### config.mk
export PLATFORM = sky130hd
export DESIGN_NAME = rtc_periodic_wakeup_timer
export DESIGN_NICKNAME = d
export VERILOG_FILES = /design/src/verilog/rtc_pkg.sv /design/src/verilog/rtc_periodic_wakeup_timer.sv
export SDC_FILE = /design/constraint.sdc
export NUM_CORES = 1
export LEC_CHECK = 0
export BUFFER_PORTS_ARGS = -buffer_cell sky130_fd_sc_hd__buf_4
export CAP_MARGIN = 20
export CORE_ASPECT_RATIO = 1.1
export CORE_MARGIN = 2
export CORE_UTILIZATION = 60
export CTS_CLUSTER_DIAMETER = 120
export CTS_CLUSTER_SIZE = 30
export DETAILED_ROUTE_END_ITERATION = 12
export PLACE_DENSITY_LB_ADDON = 0.08
export SYNTH_ARGS = -nofsm -noshare
export SYNTH_HDL_FRONTEND = slang
export SYNTH_SLANG_ARGS = --single-unit
### constraint.sdc
create_clock -name clk_sys -period 20 [get_ports clk_sys]
set_clock_uncertainty 0.15 [all_clocks]
set_input_delay 6 -clock clk_sys [delete_from_list [all_inputs] [get_ports clk_sys]]
set_output_delay 6 -clock clk_sys [all_outputs]
set_load 0.05 [all_outputs]
### src/verilog/rtc_pkg.sv
// constants for the periodic wakeup timer
package rtc_pkg;
	// ==========================================
	// register offsets
	localparam logic [7:0] OFS_STATUS_CONTROL = 8'h00;
	localparam logic [7:0] OFS_COUNT_READBACK = 8'h04;
	localparam logic [7:0] OFS_ALARM_COMPARE = 8'h08;
	localparam logic [7:0] OFS_PERIODIC_INTERVAL = 8'h0C;
	localparam logic [7:0] OFS_WAKE_ENABLES = 8'h10;
	localparam logic [7:0] OFS_POWER_STATUS = 8'h14;
	// ==========================================
	// timer_status_control fields
	localparam int B_RUN_EN = 0;
	localparam int B_SRC_LO = 1;
	localparam int B_DIV512_EN = 3;
	localparam int B_ALARM_IRQ_EN = 4;
	localparam int B_WRAP_FLAG_EN = 5;
	localparam int B_PERIODIC_EN = 6;
	localparam int B_PERIODIC_IRQ_EN = 7;
	localparam int B_ALARM_FLAG = 8;
	localparam int B_WRAP_FLAG = 9;
	localparam int B_PERIODIC_FLAG = 10;
	// wake enables / wake capture fields
	localparam int B_WK_ALARM = 0;
	localparam int B_WK_WRAP = 1;
	localparam int B_WK_PERIODIC = 2;
	// ==========================================
	// sizes and reset values
	localparam int CNT_W = 32;
	localparam int ALARM_W = 12;
	localparam int ALARM_LSB = 10;
	localparam int PER_W = 10;
	localparam int PRE32_W = 5;
	localparam int PRE512_W = 9;
	localparam int SYNC_STAGES = 2;
	localparam logic [10:0] CTRL_RESET = 11'h000;
	localparam logic [2:0] WAKE_RESET = 3'h0;
	// ==========================================
	// clock source encodings
	typedef enum logic [1:0] {
		SRC_IRC32K = 2'h0,
		SRC_OSC32K = 2'h1,
		SRC_IRC16M = 2'h2
	} source_t;
endpackage

### src/verilog/rtc_periodic_wakeup_timer.sv
// periodic wakeup timer: counter, alarm, rollover, periodic compare, apb slave
// Contract
// 32-bit counter, cleared while run enable low
// source select among three slow clocks
// optional divide-by-512, idle when bypassed
// fixed divide-by-32 ahead of counter
// software stops counter before changing source
// software enables crystal before selecting it
// count readable, may lag live value
// bits 10-21 equal alarm value sets flag
// alarm irq while flag and enable set
// write one clears alarm flag
// alarm value changed only while stopped
// alarm wake first, then flag, capture wake
// rollover flagged only with wrap enable
// rollover wakes with both enables, captured
// rollover irq needs wrap and alarm enable
// periodic target equals count plus interval
// interval changed only while periodic disabled
// periodic flag, irq, write-one clear
// periodic wake first, then flag, capture
// counting continues in debug mode
// only power-on resets clear the counter
// events pass two-stage synchronizer before flags
//
// The APB register port and the register addresses were decided locally.
module rtc_periodic_wakeup_timer (
	// clock and power-on reset
	input wire logic clk_sys,
	input wire logic nrst,
	// oscillator inputs
	input wire logic irc32k_in,
	input wire logic osc32k_in,
	input wire logic irc16m_in,
	// power mode controller
	input wire logic low_power_mode,
	output logic wake_request,
	output logic alarm_irq,
	output logic periodic_irq,
	// apb slave
	input wire logic psel,
	input wire logic penable,
	input wire logic pwrite,
	input wire logic [7:0] paddr,
	input wire logic [31:0] pwdata,
	output logic [31:0] prdata,
	output logic pready,
	output logic pslverr
);
	// ==========================================
	// reset release
	logic [1:0] rst_sync_q;
	logic rst_n;
	always_ff @(posedge clk_sys or negedge nrst) begin
		if (!nrst) begin
			rst_sync_q <= 2'h0;
		end else begin
			rst_sync_q <= {rst_sync_q[0], 1'b1};
		end
	end
	assign rst_n = rst_sync_q[1];

	// ==========================================
	// registers
	localparam int ALARM_W_C = rtc_pkg::ALARM_W;
	logic [10:0] ctrl_q;
	logic [ALARM_W_C-1:0] alarm_val_q;
	logic [rtc_pkg::PER_W-1:0] interval_q;
	logic [2:0] wake_en_q;
	logic [2:0] wake_cap_q;
	logic [rtc_pkg::CNT_W-1:0] count_q;
	logic [rtc_pkg::CNT_W-1:0] readback_q;

	logic run_en;
	logic [1:0] src_sel;
	assign run_en = ctrl_q[rtc_pkg::B_RUN_EN];
	assign src_sel = ctrl_q[rtc_pkg::B_SRC_LO +: 2];

	// ==========================================
	// oscillator sampling: pins are asynchronous to clk_sys
	logic [2:0] osc_pins;
	logic [2:0] osc_tick;
	assign osc_pins = {irc16m_in, osc32k_in, irc32k_in};
	genvar gi;
	generate
		for (gi = 0; gi < 3; gi++) begin : g_osc
			logic [2:0] smp_q;
			always_ff @(posedge clk_sys or negedge rst_n) begin
				if (!rst_n) begin
					smp_q <= 3'h0;
				end else begin
					smp_q <= {smp_q[1:0], osc_pins[gi]};
				end
			end
			// edge taken from stages two and three only
			assign osc_tick[gi] = smp_q[1] & ~smp_q[2];
		end
	endgenerate

	// ==========================================
	// source select and prescalers
	logic [rtc_pkg::PRE512_W-1:0] pre512_q;
	logic div512_active;
	logic src_tick;
	logic [rtc_pkg::PRE32_W-1:0] pre32_q;
	logic cnt_tick;

	assign div512_active = ctrl_q[rtc_pkg::B_DIV512_EN] && run_en &&
		(src_sel == rtc_pkg::SRC_IRC16M);

	// bypassed divider stays frozen at zero to save power
	always_ff @(posedge clk_sys or negedge rst_n) begin
		if (!rst_n) begin
			pre512_q <= '0;
		end else if (!div512_active) begin
			pre512_q <= '0;
		end else if (osc_tick[2]) begin
			pre512_q <= pre512_q + 1'b1;
		end
	end

	always_comb begin
		unique case (src_sel)
			rtc_pkg::SRC_IRC32K: src_tick = osc_tick[0];
			rtc_pkg::SRC_OSC32K: src_tick = osc_tick[1];
			rtc_pkg::SRC_IRC16M: src_tick = osc_tick[2] &
				(!ctrl_q[rtc_pkg::B_DIV512_EN] || (&pre512_q));
			default: src_tick = 1'b0;
		endcase
	end

	always_ff @(posedge clk_sys or negedge rst_n) begin
		if (!rst_n) begin
			pre32_q <= '0;
		end else if (!run_en) begin
			pre32_q <= '0;
		end else if (src_tick) begin
			pre32_q <= pre32_q + 1'b1;
		end
	end
	assign cnt_tick = run_en && src_tick && (&pre32_q);

	// ==========================================
	// counter; no debug halt input exists, so it keeps running
	// only nrst (power-on and supply resets) reaches this flop
	always_ff @(posedge clk_sys or negedge rst_n) begin
		if (!rst_n) begin
			count_q <= '0;
		end else if (!run_en) begin
			count_q <= '0;
		end else if (cnt_tick) begin
			count_q <= count_q + 1'b1;
		end
	end

	// one cycle behind the live count
	always_ff @(posedge clk_sys or negedge rst_n) begin
		if (!rst_n) begin
			readback_q <= '0;
		end else begin
			readback_q <= count_q;
		end
	end

	// ==========================================
	// compare events, one pulse on the count step that hits
	logic [rtc_pkg::CNT_W-1:0] count_nx;
	logic [rtc_pkg::CNT_W-1:0] target_q;
	logic per_en;
	logic per_en_q;
	logic [2:0] evt_raw;
	assign count_nx = count_q + 1'b1;
	assign per_en = ctrl_q[rtc_pkg::B_PERIODIC_EN];
	assign evt_raw[rtc_pkg::B_WK_ALARM] = cnt_tick &&
		(count_nx[rtc_pkg::ALARM_LSB +: ALARM_W_C] == alarm_val_q);
	assign evt_raw[rtc_pkg::B_WK_WRAP] = cnt_tick && (&count_q) &&
		ctrl_q[rtc_pkg::B_WRAP_FLAG_EN];
	assign evt_raw[rtc_pkg::B_WK_PERIODIC] = cnt_tick && per_en && per_en_q &&
		(count_nx == target_q);

	always_ff @(posedge clk_sys or negedge rst_n) begin
		if (!rst_n) begin
			per_en_q <= 1'b0;
			target_q <= '0;
		end else begin
			per_en_q <= per_en;
			if (per_en && !per_en_q) begin
				target_q <= count_q + rtc_pkg::CNT_W'(interval_q);
			end else if (evt_raw[rtc_pkg::B_WK_PERIODIC]) begin
				target_q <= target_q + rtc_pkg::CNT_W'(interval_q);
			end
		end
	end

	// ==========================================
	// event synchronizer, then one extra stage so wake leads flag
	logic [2:0] evt_s1_q;
	logic [2:0] evt_s2_q;
	logic [2:0] evt_d_q;
	always_ff @(posedge clk_sys or negedge rst_n) begin
		if (!rst_n) begin
			evt_s1_q <= 3'h0;
			evt_s2_q <= 3'h0;
			evt_d_q <= 3'h0;
		end else begin
			evt_s1_q <= evt_raw;
			evt_s2_q <= evt_s1_q;
			evt_d_q <= evt_s2_q;
		end
	end

	// ==========================================
	// apb decode
	logic wr_acc;
	logic [2:0] flag_clr;
	logic [2:0] cap_clr;
	logic [2:0] wake_hit;
	logic [2:0] flags;
	assign wr_acc = psel && penable && pready && pwrite;
	assign flag_clr = (wr_acc && paddr == rtc_pkg::OFS_STATUS_CONTROL) ?
		pwdata[rtc_pkg::B_ALARM_FLAG +: 3] : 3'h0;
	assign cap_clr = (wr_acc && paddr == rtc_pkg::OFS_POWER_STATUS) ?
		pwdata[2:0] : 3'h0;
	assign wake_hit = evt_s2_q & wake_en_q & {3{low_power_mode}};
	assign flags = ctrl_q[rtc_pkg::B_ALARM_FLAG +: 3];

	// control bits and flags; a set in the clearing cycle wins
	always_ff @(posedge clk_sys or negedge rst_n) begin
		if (!rst_n) begin
			ctrl_q <= rtc_pkg::CTRL_RESET;
		end else begin
			if (wr_acc && paddr == rtc_pkg::OFS_STATUS_CONTROL) begin
				ctrl_q[7:0] <= pwdata[7:0];
			end
			ctrl_q[rtc_pkg::B_ALARM_FLAG +: 3] <= (flags & ~flag_clr) | evt_d_q;
		end
	end

	always_ff @(posedge clk_sys or negedge rst_n) begin
		if (!rst_n) begin
			alarm_val_q <= '0;
			interval_q <= '0;
			wake_en_q <= rtc_pkg::WAKE_RESET;
		end else if (wr_acc) begin
			// values are taken as written; software keeps them stable
			if (paddr == rtc_pkg::OFS_ALARM_COMPARE) begin
				alarm_val_q <= pwdata[ALARM_W_C-1:0];
			end
			if (paddr == rtc_pkg::OFS_PERIODIC_INTERVAL) begin
				interval_q <= pwdata[rtc_pkg::PER_W-1:0];
			end
			if (paddr == rtc_pkg::OFS_WAKE_ENABLES) begin
				wake_en_q <= pwdata[2:0];
			end
		end
	end

	always_ff @(posedge clk_sys or negedge rst_n) begin
		if (!rst_n) begin
			wake_cap_q <= 3'h0;
		end else begin
			wake_cap_q <= (wake_cap_q & ~cap_clr) | wake_hit;
		end
	end

	// ==========================================
	// outputs to power controller and interrupt logic
	always_ff @(posedge clk_sys or negedge rst_n) begin
		if (!rst_n) begin
			wake_request <= 1'b0;
			alarm_irq <= 1'b0;
			periodic_irq <= 1'b0;
		end else begin
			wake_request <= |wake_hit;
			alarm_irq <= (flags[0] && ctrl_q[rtc_pkg::B_ALARM_IRQ_EN]) ||
				(flags[1] && ctrl_q[rtc_pkg::B_WRAP_FLAG_EN] &&
				ctrl_q[rtc_pkg::B_ALARM_IRQ_EN]);
			periodic_irq <= flags[2] && ctrl_q[rtc_pkg::B_PERIODIC_IRQ_EN];
		end
	end

	// ==========================================
	// apb answer: ready in the first access cycle
	logic mapped;
	logic [31:0] rd_mux;
	assign mapped = (paddr[1:0] == 2'h0) && (paddr <= rtc_pkg::OFS_POWER_STATUS);
	always_comb begin
		rd_mux = 32'h0;
		unique case (paddr)
			rtc_pkg::OFS_STATUS_CONTROL: rd_mux = {21'h0, ctrl_q};
			rtc_pkg::OFS_COUNT_READBACK: rd_mux = readback_q;
			rtc_pkg::OFS_ALARM_COMPARE: rd_mux = {20'h0, alarm_val_q};
			rtc_pkg::OFS_PERIODIC_INTERVAL: rd_mux = {22'h0, interval_q};
			rtc_pkg::OFS_WAKE_ENABLES: rd_mux = {29'h0, wake_en_q};
			rtc_pkg::OFS_POWER_STATUS: rd_mux = {29'h0, wake_cap_q};
			default: rd_mux = 32'h0;
		endcase
	end

	always_ff @(posedge clk_sys or negedge rst_n) begin
		if (!rst_n) begin
			pready <= 1'b0;
			pslverr <= 1'b0;
			prdata <= 32'h0;
		end else begin
			pready <= psel && !penable;
			pslverr <= psel && !penable && !mapped;
			prdata <= (psel && !penable && !pwrite) ? rd_mux : 32'h0;
		end
	end
endmodule

==> results of run 1 <==
[worst max-delay path by stage]
stage                  start  cells after the start               endpoint
detailed placement  paddr[1]                      7  ctrl_q[7]$_DFFE_PN0P_
global placement    paddr[1]                      7  ctrl_q[0]$_DFFE_PN0P_
floorplan           paddr[1]                      6  ctrl_q[0]$_DFFE_PN0P_
global route        paddr[1]                      7    prdata[1]$_DFF_PN0_
finish              paddr[1]                      7  ctrl_q[7]$_DFFE_PN0P_
CTS                 paddr[1]                      7  ctrl_q[7]$_DFFE_PN0P_
[power groups by stage]
stage / registers [mW] / clock network [mW] / logic [mW]
CTS: 0.432 / 0.248 / 0.0429
global route: 0.434 / 0.263 / 0.0478
global placement: 0.440 / 0 / 0.0423
detailed placement: 0.441 / 0 / 0.0427
floorplan: 0.442 / 0 / 0.0250
finish: 0.432 / 0.241 / 0.0425
[cells in the final DEF (no fill, tap or decap), types with 36 or more instances in the layout]
master / instances
o21ai_0: 40
and2_1: 62
xor2_1: 38
nand3_1: 40
nand2_1: 125
dfrtp_1: 206
nor2_1: 81
mux2_2: 36
xnor2_1: 82
buf_4: 73
[flip-flops by register name, summed over array words and instances, names as in the netlist, 2 cells and up]
| signal | flops |
|---|---|
| pre32_q | 5 |
| rst_sync_q | 2 |
| wake_en_q | 3 |
| prdata | 32 |
| alarm_val_q | 12 |
| ctrl_q | 11 |
| g_osc.smp_q | 9 |
| readback_q | 32 |
| target_q | 32 |
| evt_s2_q | 3 |
| interval_q | 10 |
| evt_d_q | 3 |
| count_q | 32 |
| evt_s1_q | 3 |
| wake_cap_q | 3 |
| pre512_q | 9 |
[metrics by stage]
stage	hold slack (ps)	power, mW	worst slack (ps)
5_1_grt	219	0.744	11970
3_3_place_gp	182	0.483	11700
3_5_place_dp	185	0.483	11640
4_1_cts	208	0.723	12140
2_1_floorplan	181	0.467	12190
6_report	173	0.716	12180
[routing by layer]
metal,GRT usage [%],vias to the layer above,part of all wire (%)
li1,-,4163,-
met1,42.8,4313,45
met2,45.9,265,46
met3,3.20,54,5.4
met4,10.1,0,3.4
met5,0,-,0
[cells by family after synthesis]
group	count (synthesis)	synth area share [%]
buf+inv	89	3.26
fa+ha+maj	16	1.83
xor+xnor	122	9.64
simple gates	498	23.1
compound gates	177	10.6
mux	64	6.07
flops	207	45.5
other cells	1	0.0330
[cell type report]
class	instances	share of cell area (%)
diodes	1	0.0204
clock buffers	12	2.27
clock inverters	2	0.296
inverters	16	0.489
multi-input cells	878	47.5
flip-flops and latches	207	42.2
well taps	243	2.48
repair buffers	75	4.72
[critical path, stage by stage]
cell	delay (ps)
buf_4	110
nor3_1	210
nand2_1	130
or3_1	540
nor3_1	390
buf_4	280
mux2_2	360
==> metrics.csv, run 1 <==
metric,value,unit
initial antenna violation count,1,
"Seq/Total Area, Yosys",45.5,%
register area,5180,um2
H-tree depth,1,
Root Buffer,clkbuf_16,
full die area,20100,um2
Setup CP Type,input pin to flop,
port bufs,65,
WP data required,20210,ps
total track usage,29.3,%
largest net degree at the start of global routing,167,
register bit count reported by yosys,207,
synth-to-layout area growth,7.94,%
Pint,0.548,mW
num rows,52,
Inserted Clock Buffers,11,
Fin. Hold Viols,0,
Post-Synthesis Cell Area,11400,um2
switching pwr,0.168,mW
final slew viol count,0,
vias in the first global route,8414,
r2r worst-path depth,11,
startpoint types,input pin,
Final Non-Filler Cells,1434,
# clock sinks,207,
Slew HR,29.4,%
grt total ovfl,0,
DR iter-0 viols,662,
clock network fraction of design power,33.7,%
area of the core,18500,um2
Die Y,148,um
die width,135,um
status,completed,
synth top area cells,"dfrtp_1, xnor2_1, nand2_1, mux2_2, and2_1",
routed wire length,28.4,mm
Worst Hold Class,flop to async pin,
Placed Area,11900,um2
cell count after synthesis,1174,
WP data arrival,8030,ps
final instance area,12300,um2
top cell type's share of synthesized area,45.5,%
final cell utilization of the core,66.4,%
"EDFF count, synth",0,
Pwr Density,58.3,nW/um2
Synth cell types,77,
Mapped Nets,1239,
Worst Path Max Fanout,12,
DR vias,8795,
fin crit period,7820,ps
share of layout cells above drive strength 1,12.0,%
maximum VDD drop,0.0755,mV
Final HPWL DP,21.0,mm
max-cap violation count,0,
clk_lat worst skew,470,ps
Max clock buf depth,3,
Synth area leader,dfrtp_1,
Post CTS Setup Buffer Count,0,
Seq pwr share,60.4,%
Mean Syn Cell Area,9.69,um2
switch share,23.5,%
unrepaired setup endpoints after global routing,false,
Synth async-reset ratio,100,%
CP endpoint kind,flop,
vias per std cell,6.13,
yosys warns,0,
drt pass-1 iters,5,
footprint of the multi-input gates,5830,um2
CTS tree,built,
Post-synth top cells,"dfrtp_1, nand2_1, xnor2_1, nor2_1, and2_1",
Synth Flop Type,dfrtp_1,
# IOs,86,
Final period util,39.1,%
fin nets,1254,
layout filler cell count,1539,
DR WL/cell,19.8,um
combinational cell fraction of total power,5.9,%
Inst Count DP,1418,
Reg-to-Reg Start,count_q[0]$_DFFE_PN0P_,
Leak Pwr,5.51,nW
Final ANT Viol Nets,0,
DRC,0,
most frequent cell after synthesis,dfrtp_1,
slew of the pin with the lowest slew margin,1050,ps
Starting Density,61.5,%
PostCTS Resize Cnt,0,
clk slew on worst S/H paths,120,ps
setup violators final,0,
first-pass GRT wire length,46.3,mm
setup TNS,0,ps
Max Fclk,128,MHz
RD Place Congestion,1.00,
R2R Setup Slk,15010,ps
# hold bufs at CTS,0,
R2R Path End,target_q[25]$_DFFE_PN0P_,
(Power assumes the default switching activity.)
==> run 2, diff against run 1 <==
clock period = 8.1 ns   (was 20 ns; I/O delays follow)
==> metrics.csv, run 2 (synthesized netlist as in run 1, its figures left out) <==
metric,value,unit,change
crit-path cells,ha_1 > nand3_1 > or4_1 > or4_4 > a21o_1 > nand4_1 > nor4_1 > and4bb_2 > nor2_1 > mux2_2,,
WHS,157,ps,-15.7 ps
Pwr Density,142,nW/um2,+140%
RD Place Congestion,1.01,,+1.4%
Leak Pwr,5.50,nW,-0.18%
clk slew on worst S/H paths,130,ps,about the same
"Max stage delay cell, worst path",or4_1,,
Slew HR,32.8,%,+3.4 points
status,completed,,
Setup CP Type,flop to flop,,
Die Y,148,um,unchanged
number of diodes,0,,-1
Post CTS Setup Buffer Count,0,,unchanged
max-cap violation count,0,,unchanged
Inserted Clock Buffers,10,,-1
Max Fclk,201,MHz,
Max clock buf depth,3,,unchanged
largest net degree at the start of global routing,169,,+1.2%
share of layout cells above drive strength 1,12.0,%,about the same
unrepaired setup endpoints after global routing,false,,
drt pass-1 iters,5,,unchanged
# hold bufs at CTS,0,,unchanged
vias per std cell,6.20,,+1.1%
num rows,52,,unchanged
die width,135,um,unchanged
WP data arrival,5180,ps,-2850 ps
Worst Hold Class,flop to async pin,,
Starting Density,61.5,%,unchanged
Final ANT Viol Nets,0,,unchanged
clk_lat worst skew,480,ps,about the same
startpoint types,flop,,
final cell utilization of the core,66.2,%,-0.20 points
vias in the first global route,8425,,+0.13%
Final period util,61.4,%,
fin crit period,4970,ps,
routed wire length,28.8,mm,+1.4%
power consumption,1.73,mW,+140%
Inst Count DP,1419,,+0.071%
grt total ovfl,0,,unchanged
most frequent cells in the layout,"dfrtp_1, nand2_1, xnor2_1, nor2_1, buf_4",,
initial antenna violation count,0,,-1
"most common cell after layout, fill and taps aside",dfrtp_1,,
port bufs,65,,unchanged
Final Non-Filler Cells,1432,,-0.14%
area of the core,18500,um2,unchanged
# IOs,86,,unchanged
Fin. Hold Viols,0,,unchanged
layout filler cell count,1534,,-0.32%
footprint of the multi-input gates,5830,um2,unchanged
Worst Path Max Fanout,14,,+2
CTS tree,built,,
slew of the pin with the lowest slew margin,1000,ps,-45.0 ps
DR WL/cell,20.1,um,+1.6%
synth-to-layout area growth,7.62,%,
register area,5180,um2,unchanged
H-tree depth,1,,unchanged
final slew viol count,0,,unchanged
CP endpoint kind,flop,,
Root Buffer,clkbuf_16,,
slowest cell delay on critical path,850,ps,+310 ps
first-pass GRT wire length,46.0,mm,-0.58%
total track usage,29.1,%,-0.14 points
setup TNS,0,ps,unchanged
maximum VDD drop,0.129,mV,+71%
Final HPWL DP,21.0,mm,-0.28%
setup violators final,0,,unchanged
DR iter-0 viols,773,,+17%
DR vias,8876,,+0.92%
WP data required,8310,ps,"-11,900 ps"
# clock sinks,207,,unchanged
PostCTS Resize Cnt,0,,unchanged
fin nets,1254,,unchanged
DRC,0,,unchanged
full die area,20100,um2,unchanged
[run 2: stage by stage]
stage	area [um2]	worst slack [ps]
finish	12200	3130
floorplan	11400	1750
detailed placement	12000	3220
global placement	12000	3230
CTS	12200	3200
global route	12200	2850
[run 2: path summary, 6_finish.rpt]
| path | start | endpoint | slack, ps | depth (start not counted) |
|---|---|---|---|---|
| max | count_q[0]$_DFFE_PN0P_ | target_q[6]$_DFFE_PN0P_ | 3130 | 10 |
| min | rst_sync_q[1]$_DFF_PN0_ | target_q[17]$_DFFE_PN0P_ | 160 | 0 |
| max reg2reg | count_q[0]$_DFFE_PN0P_ | target_q[6]$_DFFE_PN0P_ | 3130 | 10 |
| min reg2reg | rst_sync_q[1]$_DFF_PN0_ | target_q[17]$_DFFE_PN0P_ | 160 | 0 |
| max in group asynchronous | nrst | rst_sync_q[1]$_DFF_PN0_ | 6140 | 1 |
| min in group clk_sys | evt_s1_q[1]$_DFF_PN0_ | evt_s2_q[1]$_DFF_PN0_ | 200 | 0 |
[run 2: worst max-delay path, delay by kind of cell (launching register included)]
family | cells | cell delay, ps
AND/OR/NAND/NOR | 7 | 3140
flip-flops | 1 | 610
multiplexers | 1 | 420
adder cells (fa/ha/maj) | 1 | 310
AO/OA/AOI/OAI | 1 | 220
[run 2: layout make-up]
class,instances,share of cell area [%]
Tap cell,243,2.48
Timing Repair Buffer,76,4.74
Multi-Input combinational cell,878,47.6
Clock buffer,11,2.25
Inverter,16,0.491
Sequential cell,207,42.4
Clock inverter,1,0.0409
[run 2: per-layer routing]
| metal | wire, um | part of all wire [%] | up-vias | track usage [%] |
|---|---|---|---|---|
| met3 | 1880 | 6.5 | 48 | 3.17 |
| met4 | 813 | 2.8 | 0 | 9.01 |
| li1 | - | - | 4161 | - |
| met1 | 12800 | 44 | 4329 | 42.3 |
| met2 | 13400 | 46 | 338 | 46.4 |
| met5 | 0 | 0 | - | 0 |
[run 2: power breakdown]
group | internal [mW] | switching (mW) | total (mW)
logic | 0.0464 | 0.0599 | 0.106
clock network | 0.246 | 0.313 | 0.559
registers | 1.05 | 0.0224 | 1.07
total | 1.34 | 0.396 | 1.73
